$ cat src/adc_ctrl_cfg.svh
// offsets, field positions, reset values, command codes and timing counts of the converter control
`ifndef ADC_CTRL_CFG_SVH
`define ADC_CTRL_CFG_SVH
// apb byte offsets
`define OFS_CTRL      8'h00
`define OFS_CONV_CTRL 8'h04
`define OFS_RATE      8'h08
`define OFS_PERIOD    8'h0C
`define OFS_STATUS    8'h10
`define OFS_RESULT    8'h14
`define OFS_OFFSET    8'h18
`define OFS_GAIN      8'h1C
// field positions
`define CTRL_AUTO_CALIBRATE_BIT     0
`define CTRL_BUF      1
`define CLKOUT_HI     6
`define CLKOUT_LO     5
// reset values
`define CONV_CTRL_RST 8'h20
`define RATE_RST      8'hF0
`define PERIOD_RST    16'h0100
// serial commands
`define CMD_WAKEUP    8'h00
`define CMD_RDATA     8'h01
`define CMD_STREAM    8'h03
`define CMD_SDATAC    8'h0F
`define CMD_CALIB     8'hF0
`define CMD_SYNC      8'hFC
`define CMD_STANDBY   8'hFD
`define CMD_RESET     8'hFE
// timing counts
`define TIMEOUT_PER   6'h20
`define PDWN_PER      6'h14
`define CAL_PER       6'h04
`define UPDATE_CYC    8'h04
`define RESULT_BITS   5'h18
`define SCLK_RST_CYC  16'h0040
`endif

$ cat src/adc_ctrl_pkg.sv
// types shared by the converter control logic
package adc_ctrl_pkg;
  typedef enum logic [2:0] {
    M_RUN  = 3'b000,
    M_CAL  = 3'b001,
    M_HALT = 3'b010,
    M_IDLE = 3'b011,
    M_PDWN = 3'b100,
    M_WAKE = 3'b101
  } mode_e;

  typedef struct packed {
    logic        psel;
    logic        penable;
    logic        pwrite;
    logic [7:0]  paddr;
    logic [31:0] pwdata;
  } apb_req_s;

  typedef struct packed {
    logic        pready;
    logic [31:0] prdata;
    logic        pslverr;
  } apb_rsp_s;

  typedef struct packed {
    logic [4:0]  s1;
    logic [4:0]  s2;
    logic        sclk_d;
    mode_e       mode;
    logic        auto_cal;
    logic        buf_en;
    logic [7:0]  conv_ctrl;
    logic [7:0]  rate;
    logic [15:0] period;
    logic [23:0] ofs;
    logic [23:0] gain;
    logic [15:0] tmr;
    logic [7:0]  upd;
    logic [23:0] result;
    logic        rdy_n;
    logic [5:0]  cal_cnt;
    logic [5:0]  to_cnt;
    logic [5:0]  pd_cnt;
    logic [13:0] wake_cnt;
    logic [15:0] hi_cnt;
    logic [7:0]  sh_in;
    logic [2:0]  bitc;
    logic [23:0] sh_out;
    logic [4:0]  outc;
    logic        rd_active;
    logic        stream;
    logic        dout;
    logic        dout_oe;
    logic [2:0]  ck_div;
    logic        aux_clk;
    logic [31:0] prdata;
    logic        err;
  } state_s;
endpackage

$ cat src/adc_ctrl.sv
// serial port, conversion-ready logic, sync, standby, power-down and resets of the converter
// How it works
// - chip select high resets the serial port and floats the data output.
// - serial clock low for 32 ready periods resets the serial port.
// - input sampled on falling serial clock, output launched on rising.
// - ready goes low on new result, high once 24 bits read.
// - ready high during result update; host must not read then.
// - with auto-calibration, ready stays high until calibration done and result valid.
// - leaving reset, sync, standby or power-down forces ready high until valid data.
// - align pin low across a ready-period tick then high restarts conversion on next master clock.
// - no serial communication accepted while align pin is low.
// - align pin low for 20 ready periods enters power-down.
// - halt command stops operation; resume syncs on its first serial clock.
// - idle command stops conversion, clock output keeps running; resume restarts.
// - leaving power-down waits 8192 master clocks before converting.
// - reset pin low forces reset; host holds it the minimum width.
// - reset command acts after its eighth bit and releases by itself.
// - serial clock pattern resets on its final falling edge, self-releasing.
// - any reset restores defaults; clock-out rate only by the reset pin. Offset and gain are not restored by pin or command resets.
// - every reset release is followed by a self-calibration.
// - power-up loads defaults then self-calibrates.
// - auto-calibration starts on a write changing rate, gain or buffer.
//
// The register addresses and the APB slave port were chosen for this implementation.
`include "adc_ctrl_cfg.svh"
module adc_ctrl #(
  parameter int WAKE_CYCLES = 8192
) (
  // clock and reset
  input  wire logic                  sys_clk,
  input  wire logic                  nrst,
  // register bus
  input  wire adc_ctrl_pkg::apb_req_s apb_req,
  output adc_ctrl_pkg::apb_rsp_s      apb_rsp,
  // serial pins
  input  wire logic                  cs_n,
  input  wire logic                  sclk,
  input  wire logic                  din,
  output logic                       dout,
  output logic                       dout_oe,
  // control pins
  input  wire logic                  align_halt_pin,
  input  wire logic                  reset_pin_n,
  output logic                       conversion_ready_n,
  output logic                       aux_clock_out_pin,
  // analog front end
  input  wire logic [23:0]           conv_data,
  output logic                       analog_on
);
  import adc_ctrl_pkg::*;

  // copy of the reset value so that its fields can be selected
  localparam logic [7:0] ctl_default = `CONV_CTRL_RST;

  // wake counter is 14 bits wide
  if (WAKE_CYCLES < 1 || WAKE_CYCLES > 16384) begin : g_bad_wake
    $error("WAKE_CYCLES out of range");
  end

  state_s r;
  state_s n;

  // state update
  always_ff @(posedge sys_clk) begin
    if (!nrst) begin
      r          <= '0;
      r.mode     <= M_CAL;
      r.conv_ctrl <= `CONV_CTRL_RST;
      r.rate     <= `RATE_RST;
      r.period   <= `PERIOD_RST;
      r.rdy_n    <= 1'b1;
      r.s1       <= 5'h1F;
      r.s2       <= 5'h1F;
    end else begin
      r <= n;
    end
  end

  // next-state logic
  always_comb begin
    logic       csn;
    logic       sck;
    logic       sdi;
    logic       aln;
    logic       rpin;
    logic       rise;
    logic       fall;
    logic       tick;
    logic       port_rst;
    logic       soft_rst;
    logic       restart;
    logic       start_cal;
    logic [7:0] cmd;
    logic       setup;
    csn       = r.s2[0];
    sck       = r.s2[1];
    sdi       = r.s2[2];
    aln       = r.s2[3];
    rpin      = r.s2[4];
    n         = r;
    soft_rst  = 1'b0;
    restart   = 1'b0;
    start_cal = 1'b0;
    rise      = 1'b0;
    fall      = 1'b0;
    tick      = 1'b0;
    port_rst  = 1'b0;
    cmd       = {r.sh_in[6:0], sdi};
    setup     = apb_req.psel && !apb_req.penable;

    // two-flop synchronisers; edges are found on the second stage only
    n.s1     = {reset_pin_n, align_halt_pin, din, sclk, cs_n};
    n.s2     = r.s1;
    n.sclk_d = sck;
    rise     = sck && !r.sclk_d;
    fall     = !sck && r.sclk_d;

    // ready-period timer keeps running outside power-down so timeouts can be counted
    tick = (r.tmr == r.period - 16'h0001) && (r.mode != M_PDWN);
    if (r.mode == M_PDWN) begin
      n.tmr = 16'h0000;
    end else if (tick) begin
      n.tmr = 16'h0000;
    end else begin
      n.tmr = r.tmr + 16'h0001;
    end

    // serial clock idle-low timeout
    if (sck || csn) begin
      n.to_cnt = 6'h00;
    end else if (tick && r.to_cnt != `TIMEOUT_PER) begin
      n.to_cnt = r.to_cnt + 6'h01;
    end
    port_rst = csn || !aln || (r.to_cnt == `TIMEOUT_PER) || (r.mode == M_PDWN);

    // serial clock held high long enough, then a falling edge, is the reset pattern
    if (!sck) begin
      n.hi_cnt = 16'h0000;
    end else if (r.hi_cnt != `SCLK_RST_CYC) begin
      n.hi_cnt = r.hi_cnt + 16'h0001;
    end
    if (fall && r.hi_cnt == `SCLK_RST_CYC && !csn) begin
      soft_rst = 1'b1;
    end

    // serial port
    if (port_rst) begin
      n.bitc      = 3'h0;
      n.sh_in     = 8'h00;
      n.rd_active = 1'b0;
      n.dout_oe   = 1'b0;
    end else begin
      // resume from halt or idle on the first clock of the next byte
      if (rise && r.bitc == 3'h0 && (r.mode == M_HALT || r.mode == M_IDLE)) begin
        restart = 1'b1;
        n.mode  = M_RUN;
      end
      if (rise && r.rd_active) begin
        n.dout    = r.sh_out[23];
        n.dout_oe = 1'b1;
        n.sh_out  = {r.sh_out[22:0], 1'b0};
        n.outc    = r.outc + 5'h01;
        if (r.outc == `RESULT_BITS - 5'h01) begin
          n.rd_active = 1'b0;
          n.rdy_n     = 1'b1;
        end
      end
      if (fall) begin
        if (!r.rd_active) begin
          n.dout_oe = 1'b0;
        end
        n.sh_in = cmd;
        n.bitc  = r.bitc + 3'h1;
        if (r.bitc == 3'h7 && !r.rd_active) begin
          case (cmd)
            `CMD_RDATA, `CMD_STREAM: begin
              n.sh_out    = r.result;
              n.outc      = 5'h00;
              n.rd_active = 1'b1;
              n.stream    = (cmd == `CMD_STREAM) || r.stream;
            end
            `CMD_SDATAC:  n.stream = 1'b0;
            `CMD_SYNC:    n.mode   = M_HALT;
            `CMD_STANDBY: n.mode   = M_IDLE;
            `CMD_CALIB:   start_cal = 1'b1;
            `CMD_RESET:   soft_rst  = 1'b1;
            default:      n.bitc    = 3'h0;
          endcase
        end else if (r.bitc == 3'h7 && cmd == `CMD_SDATAC) begin
          n.stream = 1'b0;
        end
      end
    end

    // align pin: hold, count to power-down, resync or wake on release
    if (!aln) begin
      if (r.mode != M_PDWN) begin
        n.rdy_n  = 1'b1;
        n.upd    = 8'h00;
        if (tick) begin
          n.pd_cnt = r.pd_cnt + 6'h01;
        end
        if (r.pd_cnt == `PDWN_PER) begin
          n.mode = M_PDWN;
        end
      end
    end else begin
      n.pd_cnt = 6'h00;
      if (r.mode == M_PDWN) begin
        n.mode     = M_WAKE;
        n.wake_cnt = 14'h0000;
      end else if (r.pd_cnt != 6'h00 && r.mode == M_RUN) begin
        restart = 1'b1;
      end
    end

    // wake delay after power-down
    if (r.mode == M_WAKE) begin
      n.wake_cnt = r.wake_cnt + 14'h0001;
      if (r.wake_cnt == 14'(WAKE_CYCLES - 1)) begin
        n.mode  = M_RUN;
        restart = 1'b1;
      end
    end

    // conversions: update window keeps ready high, then the result is latched
    if (r.upd != 8'h00) begin
      n.upd = r.upd - 8'h01;
      if (r.upd == 8'h01) begin
        n.result = conv_data;
        n.rdy_n  = 1'b0;
        if (r.stream && !port_rst) begin
          n.sh_out    = conv_data;
          n.outc      = 5'h00;
          n.rd_active = 1'b1;
        end
      end
    end else if (tick && r.mode == M_RUN && aln) begin
      n.upd       = `UPDATE_CYC;
      n.rdy_n     = 1'b1;
      n.rd_active = 1'b0;
    end

    // self-calibration runs a fixed number of ready periods with ready held high
    if (r.mode == M_CAL) begin
      n.rdy_n  = 1'b1;
      if (!rpin) begin
        n.cal_cnt = 6'h00;
      end else if (tick) begin
        n.cal_cnt = r.cal_cnt + 6'h01;
        if (r.cal_cnt == `CAL_PER - 6'h01) begin
          n.mode  = M_RUN;
          restart = 1'b1;
        end
      end
    end

    // apb: read data captured in setup, writes in the access phase
    n.prdata = 32'h0000_0000;
    n.err    = 1'b0;
    if (setup) begin
      case (apb_req.paddr)
        `OFS_CTRL:   n.prdata[1:0] = {r.buf_en, r.auto_cal};
        `OFS_CONV_CTRL: n.prdata[7:0] = r.conv_ctrl;
        `OFS_RATE:   n.prdata[7:0] = r.rate;
        `OFS_PERIOD: n.prdata[15:0] = r.period;
        `OFS_STATUS: n.prdata[6:0] = {r.stream, r.rd_active, 1'b0, r.mode, r.rdy_n};
        `OFS_RESULT: n.prdata[23:0] = r.result;
        `OFS_OFFSET: n.prdata[23:0] = r.ofs;
        `OFS_GAIN:   n.prdata[23:0] = r.gain;
        default:     n.err = 1'b1;
      endcase
    end else begin
      n.err = r.err && apb_req.psel;
    end
    if (apb_req.psel && apb_req.penable && apb_req.pwrite) begin
      case (apb_req.paddr)
        `OFS_CTRL: begin
          n.auto_cal = apb_req.pwdata[`CTRL_AUTO_CALIBRATE_BIT];
          n.buf_en   = apb_req.pwdata[`CTRL_BUF];
          if (apb_req.pwdata[`CTRL_AUTO_CALIBRATE_BIT] && apb_req.pwdata[`CTRL_BUF] != r.buf_en) begin
            start_cal = 1'b1;
          end
        end
        `OFS_CONV_CTRL: begin
          n.conv_ctrl = {1'b0, apb_req.pwdata[6:0]};
          if (r.auto_cal && apb_req.pwdata[2:0] != r.conv_ctrl[2:0]) begin
            start_cal = 1'b1;
          end
        end
        `OFS_RATE: begin
          n.rate = apb_req.pwdata[7:0];
          if (r.auto_cal && apb_req.pwdata[7:0] != r.rate) begin
            start_cal = 1'b1;
          end
        end
        `OFS_PERIOD: begin
          // a zero period would stretch the timer to 65536 cycles, so it is clamped to one
          n.period = (apb_req.pwdata[15:0] == 16'h0000) ? 16'h0001 : apb_req.pwdata[15:0];
        end
        `OFS_OFFSET: n.ofs  = apb_req.pwdata[23:0];
        `OFS_GAIN:   n.gain = apb_req.pwdata[23:0];
        default:     n.err  = r.err;
      endcase
    end

    // restart of conversion: timer cleared, ready forced high until first result
    if (restart) begin
      n.tmr    = 16'h0000;
      n.upd    = 8'h00;
      n.rdy_n  = 1'b1;
    end

    // calibration entry, also the tail of every reset
    if (start_cal && r.mode != M_PDWN) begin
      n.mode    = M_CAL;
      n.cal_cnt = 6'h00;
      n.tmr     = 16'h0000;
      n.upd     = 8'h00;
      n.rdy_n   = 1'b1;
    end

    // soft and pin resets restore defaults except offset and gain; only the pin restores the clock-out rate
    if (soft_rst || !rpin) begin
      n.auto_cal  = 1'b0;
      n.buf_en    = 1'b0;
      n.conv_ctrl = {ctl_default[7], r.conv_ctrl[`CLKOUT_HI:`CLKOUT_LO], ctl_default[4:0]};
      n.rate      = `RATE_RST;
      n.period    = `PERIOD_RST;
      n.stream    = 1'b0;
      n.rd_active = 1'b0;
      n.dout_oe   = 1'b0;
      n.bitc      = 3'h0;
      n.mode      = M_CAL;
      n.cal_cnt   = 6'h00;
      n.tmr       = 16'h0000;
      n.upd       = 8'h00;
      n.rdy_n     = 1'b1;
      if (!rpin) begin
        n.conv_ctrl = `CONV_CTRL_RST;
      end
    end

    // clock output divider stops only in power-down
    n.ck_div = (r.mode == M_PDWN) ? 3'h0 : r.ck_div + 3'h1;
    case (r.conv_ctrl[`CLKOUT_HI:`CLKOUT_LO])
      2'b01:   n.aux_clk = n.ck_div[0];
      2'b10:   n.aux_clk = n.ck_div[1];
      2'b11:   n.aux_clk = n.ck_div[2];
      default: n.aux_clk = 1'b0;
    endcase
  end

  // outputs
  assign dout               = r.dout;
  assign dout_oe            = r.dout_oe;
  assign conversion_ready_n = r.rdy_n;
  assign aux_clock_out_pin  = r.aux_clk;
  // a held align pin stops conversion, so the front end is off then too
  assign analog_on          = ((r.mode == M_RUN) || (r.mode == M_CAL)) && r.s2[3];
  assign apb_rsp.pready     = apb_req.psel && apb_req.penable;
  assign apb_rsp.prdata     = r.prdata;
  assign apb_rsp.pslverr    = apb_req.psel && apb_req.penable && r.err;
endmodule

$ cat config.mk
export PLATFORM = sky130hd
export DESIGN_NAME = adc_ctrl
export DESIGN_NICKNAME = d
export VERILOG_FILES = /design/src/adc_ctrl_pkg.sv /design/src/adc_ctrl.sv
export VERILOG_INCLUDE_DIRS = /design/src
export SDC_FILE = /design/constraint.sdc
export NUM_CORES = 1
export LEC_CHECK = 0
export ABC_AREA = 1
export BUFFER_PORTS_ARGS = -buffer_cell sky130_fd_sc_hd__buf_4
export CAP_MARGIN = 20
export CORE_MARGIN = 4
export CORE_UTILIZATION = 30
export DETAILED_ROUTE_END_ITERATION = 8
export PLACE_DENSITY = 0.52
export SYNTH_ARGS = -nofsm -noshare
export SYNTH_HDL_FRONTEND = slang
export SYNTH_SLANG_ARGS = --single-unit
$ cat constraint.sdc
create_clock -name sys_clk -period 1.9 [get_ports sys_clk]
set_input_delay 0 -clock sys_clk [delete_from_list [all_inputs] [get_ports sys_clk]]
set_output_delay 0 -clock sys_clk [all_outputs]
set_load 0.01 [all_outputs]
# Word-level counts from Yosys, hierarchy flattened
# Cells that the tools add are included.
[word_totals]
ff_bits = 274
wordCells = 271
[classes]
n_addsub = 11
n_eq_ne = 42
mux = 100
n_bitwise = 2
reduce_logical = 82
[op_table]
columns = ["cell", "n"]
rows = [
  ["$mux W30", 5],
  ["$mux W82", 1],
  ["$mux W29", 2],
  ["$mux W3", 18],
  ["$mux W24", 2],
  ["$mux W8", 6],
  ["$mux W1", 43],
  ["$mux W14", 3],
  ["$mux W42", 1],
  ["$mux W37", 1],
  ["$pmux W5 S7", 1],
  ["$mux W33", 1],
  ["$add A16 B1 Y16 const B", 2],
  ["$eq A8 B5 Y1 const B", 4],
  ["$eq A8 B8 Y1 const B", 4],
  ["$mux W16", 2],
  ["$pmux W8 S4", 1],
  ["$reduce_and A2 Y1", 14],
  ["$logic_and A1 B1 Y1", 25],
  ["$mux W25", 1],
  ["$eq A8 B4 Y1 const B", 3],
  ["$pmux W8 S3", 1],
  ["$add A6 B1 Y6 const B", 3],
  ["$eq A16 B16 Y1", 1],
  ["55 further kinds", 92],
]

# Longest topological paths before layout
[depth]
ltp_word = 21
depth_mapped = 17
ltp_nobuf = 17

# Worst setup path before layout
# OpenSTA, ideal clock, no wires.
[synth_timing]
path_kind = "register to register"
from = "register r[226] (netlist name)"
to = "register r[175] (netlist name)"
arrival_ns = 1.923
setup_slack_ns = -0.140
path_stages_with_launch = 15
n_path_buf = 1
period_less_slack_ns = 2.040
cell_sequence = "dfxtp_1 inv_1 ha_1 nand3_2 nor2_4 nand2_1 nand3_1 nand2_1 a21oi_1 nand2_1 nor2_2 nand4_2 nand3_4 buf_12 nor2_2"
[synth_via]
elab_chain_cells = 7
[synth_lines]
columns = ["element", "line_no", "rtl"]
rows = [
  ["from (decl)", "adc_ctrl.sv:60", "state_s r;"],
  ["from (signal assigned)", "adc_ctrl.sv:75", "r <= n;"],
  ["$sub A16 B1 Y16 *", "adc_ctrl.sv:119", "tick = (r.tmr == r.period - 16'h0001) && (r.mode != M_PDWN);"],
  ["$eq A16 B16 Y1 *", "adc_ctrl.sv:119", ""],
  ["$logic_and A1 B1 Y1 *", "adc_ctrl.sv:119", ""],
  ["$mux W1", "adc_ctrl.sv:249", "end else if (tick) begin"],
  ["$mux W1", "adc_ctrl.sv:247", "if (!rpin) begin"],
  ["$mux W1", "adc_ctrl.sv:245", "if (r.mode == M_CAL) begin"],
  ["$reduce_or A6 Y1 (no source line) *", "n/a", ""],
]
# Every way passes the cells marked *; elsewhere a longest branch is shown, timed or not.
# A chain may end at the register's enable or synchronous reset.

# Worst setup path after layout
[layout_timing]
from = "register r[227] (netlist name)"
to = "register r[159] (netlist name)"
[layout_via]
elab_chain_cells = 7
elab_cells_between_ends = 14
[layout_lines]
columns = ["element", "line_no"]
rows = [
  ["$sub A16 B1 Y16 *", "adc_ctrl.sv:119"],
  ["$eq A16 B16 Y1 *", "adc_ctrl.sv:119"],
  ["$logic_and A1 B1 Y1 *", "adc_ctrl.sv:119"],
  ["$mux W1 / $logic_and A1 B1 Y1 (equally long branches)", "adc_ctrl.sv:249, adc_ctrl.sv:238"],
  ["$mux W1 / $logic_and A1 B1 Y1 (equally long branches)", "adc_ctrl.sv:247, adc_ctrl.sv:238"],
  ["$mux W1, or another cell as far along", "adc_ctrl.sv:245"],
  ["$reduce_or A4 Y1 (no source line), or another cell as far along", "n/a"],
]
# Marks and branches as above.

==> results.py <==
metrics = {
    "worst_setup_path": {
        "path_depth": 14,
        "critPathKind": "reg -> reg",
        "r2r_setup_slack_ns": -0.25,
        "setup.worst_path.end": "r[159]",
        "cp-start-kind": "flop",
        "cp_data_required_time_ns": 2.36,
        "worst-path-max-fanout": 8,
        "timing.rr.start": "r[227]",
        "worstPathCellList": "inv_2 -> ha_4 -> nand3_4 -> nor2_4 -> nand2_2 -> nor2_2 -> o21ai_0 -> nor2_1 -> nand2_1 -> nor2_4 -> nand4_4 -> nand2_2 -> buf_6 -> nor2_1",
        "r2r_end": "r[159]",
        "crit_path_start": "r[227]",
        "crit_path_end_kind": "flop",
        "reg2reg_depth": 14,
        "critPathTopFamily": "simple AND/OR/NAND/NOR gates",
        "critical_path_buf_inv_count": 2,
        "critPathMaxStageDelay_ns": 0.32,
        "cp.arrival_ns": 2.61,
        "crit_slowest_cell": "dfxtp_2",
    },
    "route": {
        "avgRoutedWirePerCell_microns": 16.0,
        "viasPerCell": 4.89,
        "drt_iter0_markers": 857,
        "num_vias": 13200,
        "ant_nets": 0,
        "routed_wl_microns": 43200,
        "drc": 0,
        "drt_pre_antenna_iters": 5,
    },
    "grt": {
        "first_global_vias": 12600,
        "track_usage_pct": 17.7,
        "antenna_found_initial": 1,
        "grt_max_degree": 50,
        "grt_pass1_wl_microns": 67100,
        "overflow": 0,
    },
    "pwr": {
        "power_leakage_uw": 0.00756,
        "power.density_nw_per_um2": 767,
        "vdd_drop_max_mv": 0.643,
    },
    "sta": {
        "rsz0062_at_grt": "yes",
        "worst_slew_pin_slew_ns": 0.503,
        "clock_skew_ns": 0.0129,
        "setup_slack_ns": -0.248,
        "setup_viol": 66,
        "fin_setup_tns_ns": -8.58,
        "finalHoldViolations": 0,
        "period_share_pct": 113,
        "slew_violations": 0,
        "fin_crit_ns": 2.15,
        "fmax_mhz": 466,
        "max-slew-margin-rel_pct": 66.1,
    },
    "clock_tree": {
        "root_buffer": "clkbuf_16",
        "cts_tree": "done",
        "clock_latency_ns": 0.57,
        "numCtsBuffers": 31,
        "h-tree-depth": 1,
        "cts_sinks": 264,
        "clk_pin_slew_ns": 0.06,
        "cts.path.max_buffers": 3,
    },
    "logic_synthesis": {
        "synth_edf_count": 0,
        "syn_inst": 1794,
        "synth_top_area_share_pct": 41.0,
        "yosys_warnings": 0,
        "synth_top_cell_by_area": "dfxtp_1",
        "yosysSeqAreaShare_pct": 41.0,
        "mappedNetlistArea_sq_um": 12900,
        "ys_types": 54,
        "ys_seq_elements": 264,
        "synth_area_leaders": "dfxtp_1 41%, nand2_1 9.1%, a21oi_1 7.4%, inv_1 6.6%, o21ai_0 6.2%",
        "synth_flop_cell": "dfxtp_1",
        "avgSynthCellArea_sq_um": 7.19,
        "async_reset_ff_share_pct": 0,
    },
    "run": {
        "drv_cap": 0,
    },
    "placed_design": {
        "dp_cells": 2535,
        "portBuffers": 96,
        "gp_congestion": 0.915,
        "dp_hpwl_microns": 30500,
    },
    "layout": {
        "n_antenna_cell": 0,
        "layout-drive-gt1-share_pct": 29.6,
        "stdcell_count": 2699,
        "area_growth_pct": 44.0,
        "n_fill_cell": 4208,
        "fin_util_pct": 44.0,
        "layout.nets": 2227,
    },
    "die": {
        "initial_core_util_pct": 30.5,
        "die_w_microns": 215,
        "dieArea_sq_um": 46400,
        "ios": 113,
        "die_height_microns": 215,
        "fp-row-count": 75,
        "core_area_sq_um": 42200,
    },
    "status": {
        "status": "finished with violations",
        "violations": "negative setup slack",
    },
    "min_path": {
        "hold_path.class": "in -> reg",
    },
}
## worst min path at each step
stage,from,endpoint,slack [ns],cells past startpoint
after floorplan,apb_req[41],apb_rsp[33],0.10,2
after global placement,din,n[266],0.19,2
after detailed placement,align_halt_pin,n[267],0.19,2
after CTS,apb_req[35],r[243],0.05,6
after global routing,apb_req[35],r[245],0.09,6
final,apb_req[35],r[243],0.07,6
## Yosys cell counts (all sizes together), types with 2 or more instances
cell type  number
and3            2
or2            15
nand2         317
xnor2          12
ha             17
nor4           11
a41oi           2
nand3         113
nand3b          3
o21ai         161
a211oi         13
a22oi           2
xor2           30
nor3           34
nor3b           3
a31oi           6
inv           229
nor2          162
o211ai         30
dfxtp         264
o22ai          26
a21oi         190
clkbuf         61
nand4          20
buf            43
a221oi         19
## layout make-up
class	count	area (sq um)	share of cell area, %
multi-input combinational	1204	7100	38.2
sequential	264	5300	28.5
timing repair buffer	405	3570	19.2
clock buffer	46	922	4.96
inverter	230	866	4.66
tap	539	674	3.63
clock inverter	11	136	0.734
## routing by layer
| layer | up-vias | global-route usage [%] | part of all wire [%] |
|---|---|---|---|
| met5 | - | 0 | 0.035 |
| met4 | 2 | 5.35 | 3.0 |
| met3 | 83 | 2.85 | 5.9 |
| met2 | 338 | 28.8 | 46 |
| met1 | 6159 | 24.3 | 45 |
| li1 | 6629 | - | - |
## sequential cells by signal, summed over array words and instances, names as in the netlist
signal and count:
apb_rsp 24, aux_clock_out_pin 1, conversion_ready_n 1, dout 1, dout_oe 1, n 6
r 230
## what timing repair did
action	4_1_cts	5_1_grt
gates resized for setup	165	151
pin swaps	48	61
hold buffers	57	0
cloned	14	2
endpoints found under the setup margin	109	120
buffers inserted	31	9
endpoints found under the hold margin	157	0
## placed cells by master (no fill, tap or decap), types with 26 or more instances in the layout
cell type,synthesis,layout
buf_4,34,307
nand2_1,312,288
dfxtp_1,264,251
inv_1,226,208
a21oi_1,190,163
nor2_1,142,115
o21ai_0,160,106
nand3_1,110,94
dlygate4sd3_1,0,57
clkbuf_16,0,32
o211ai_1,30,30
nor2_2,13,29
xor2_1,30,29
o21ai_2,0,28
a21oi_2,0,26
o22ai_1,26,26
## power by group
group | total [uW] | internal (uW) | switching, uW
sequential | 5980 | 5790 | 192
clock | 6150 | 3740 | 2420
combinational | 2110 | 1010 | 1100
## worst min-delay path, cell delays in order
cell,delay (ns)
buf_4,0.12
nand3_1,0.09
nor2_1,0.08
buf_4,0.17
nand3_1,0.07
a21oi_1,0.06
## logic make-up (layout without fill, tap and decap cells)
logic type               Yosys count  after routing  share of synthesized area (%)
adder cells (fa/ha/maj)           17             17                           1.65
XOR/XNOR                          42             42                           2.85
other                              1              8                         0.0291
AO/OA/AOI/OAI                    455            455                           19.7
flip-flops                       264            264                           41.0
buffers and inverters            334            692                           10.9
AND/OR/NAND/NOR                  681            682                           23.9
## per-stage QoR
stage	hold slack (ns)	setup slack, ns	total power, uW	cell area (sq um)
after global placement	0.193	-0.272	7600	15400
after floorplan	0.104	-0.0343	6880	13000
final	0.0724	-0.248	14200	18600
after global routing	0.0872	-0.346	14800	18600
after detailed placement	0.193	-0.332	7610	15400
after CTS	0.0502	-0.180	14300	18100
(Power assumes the default switching activity.)
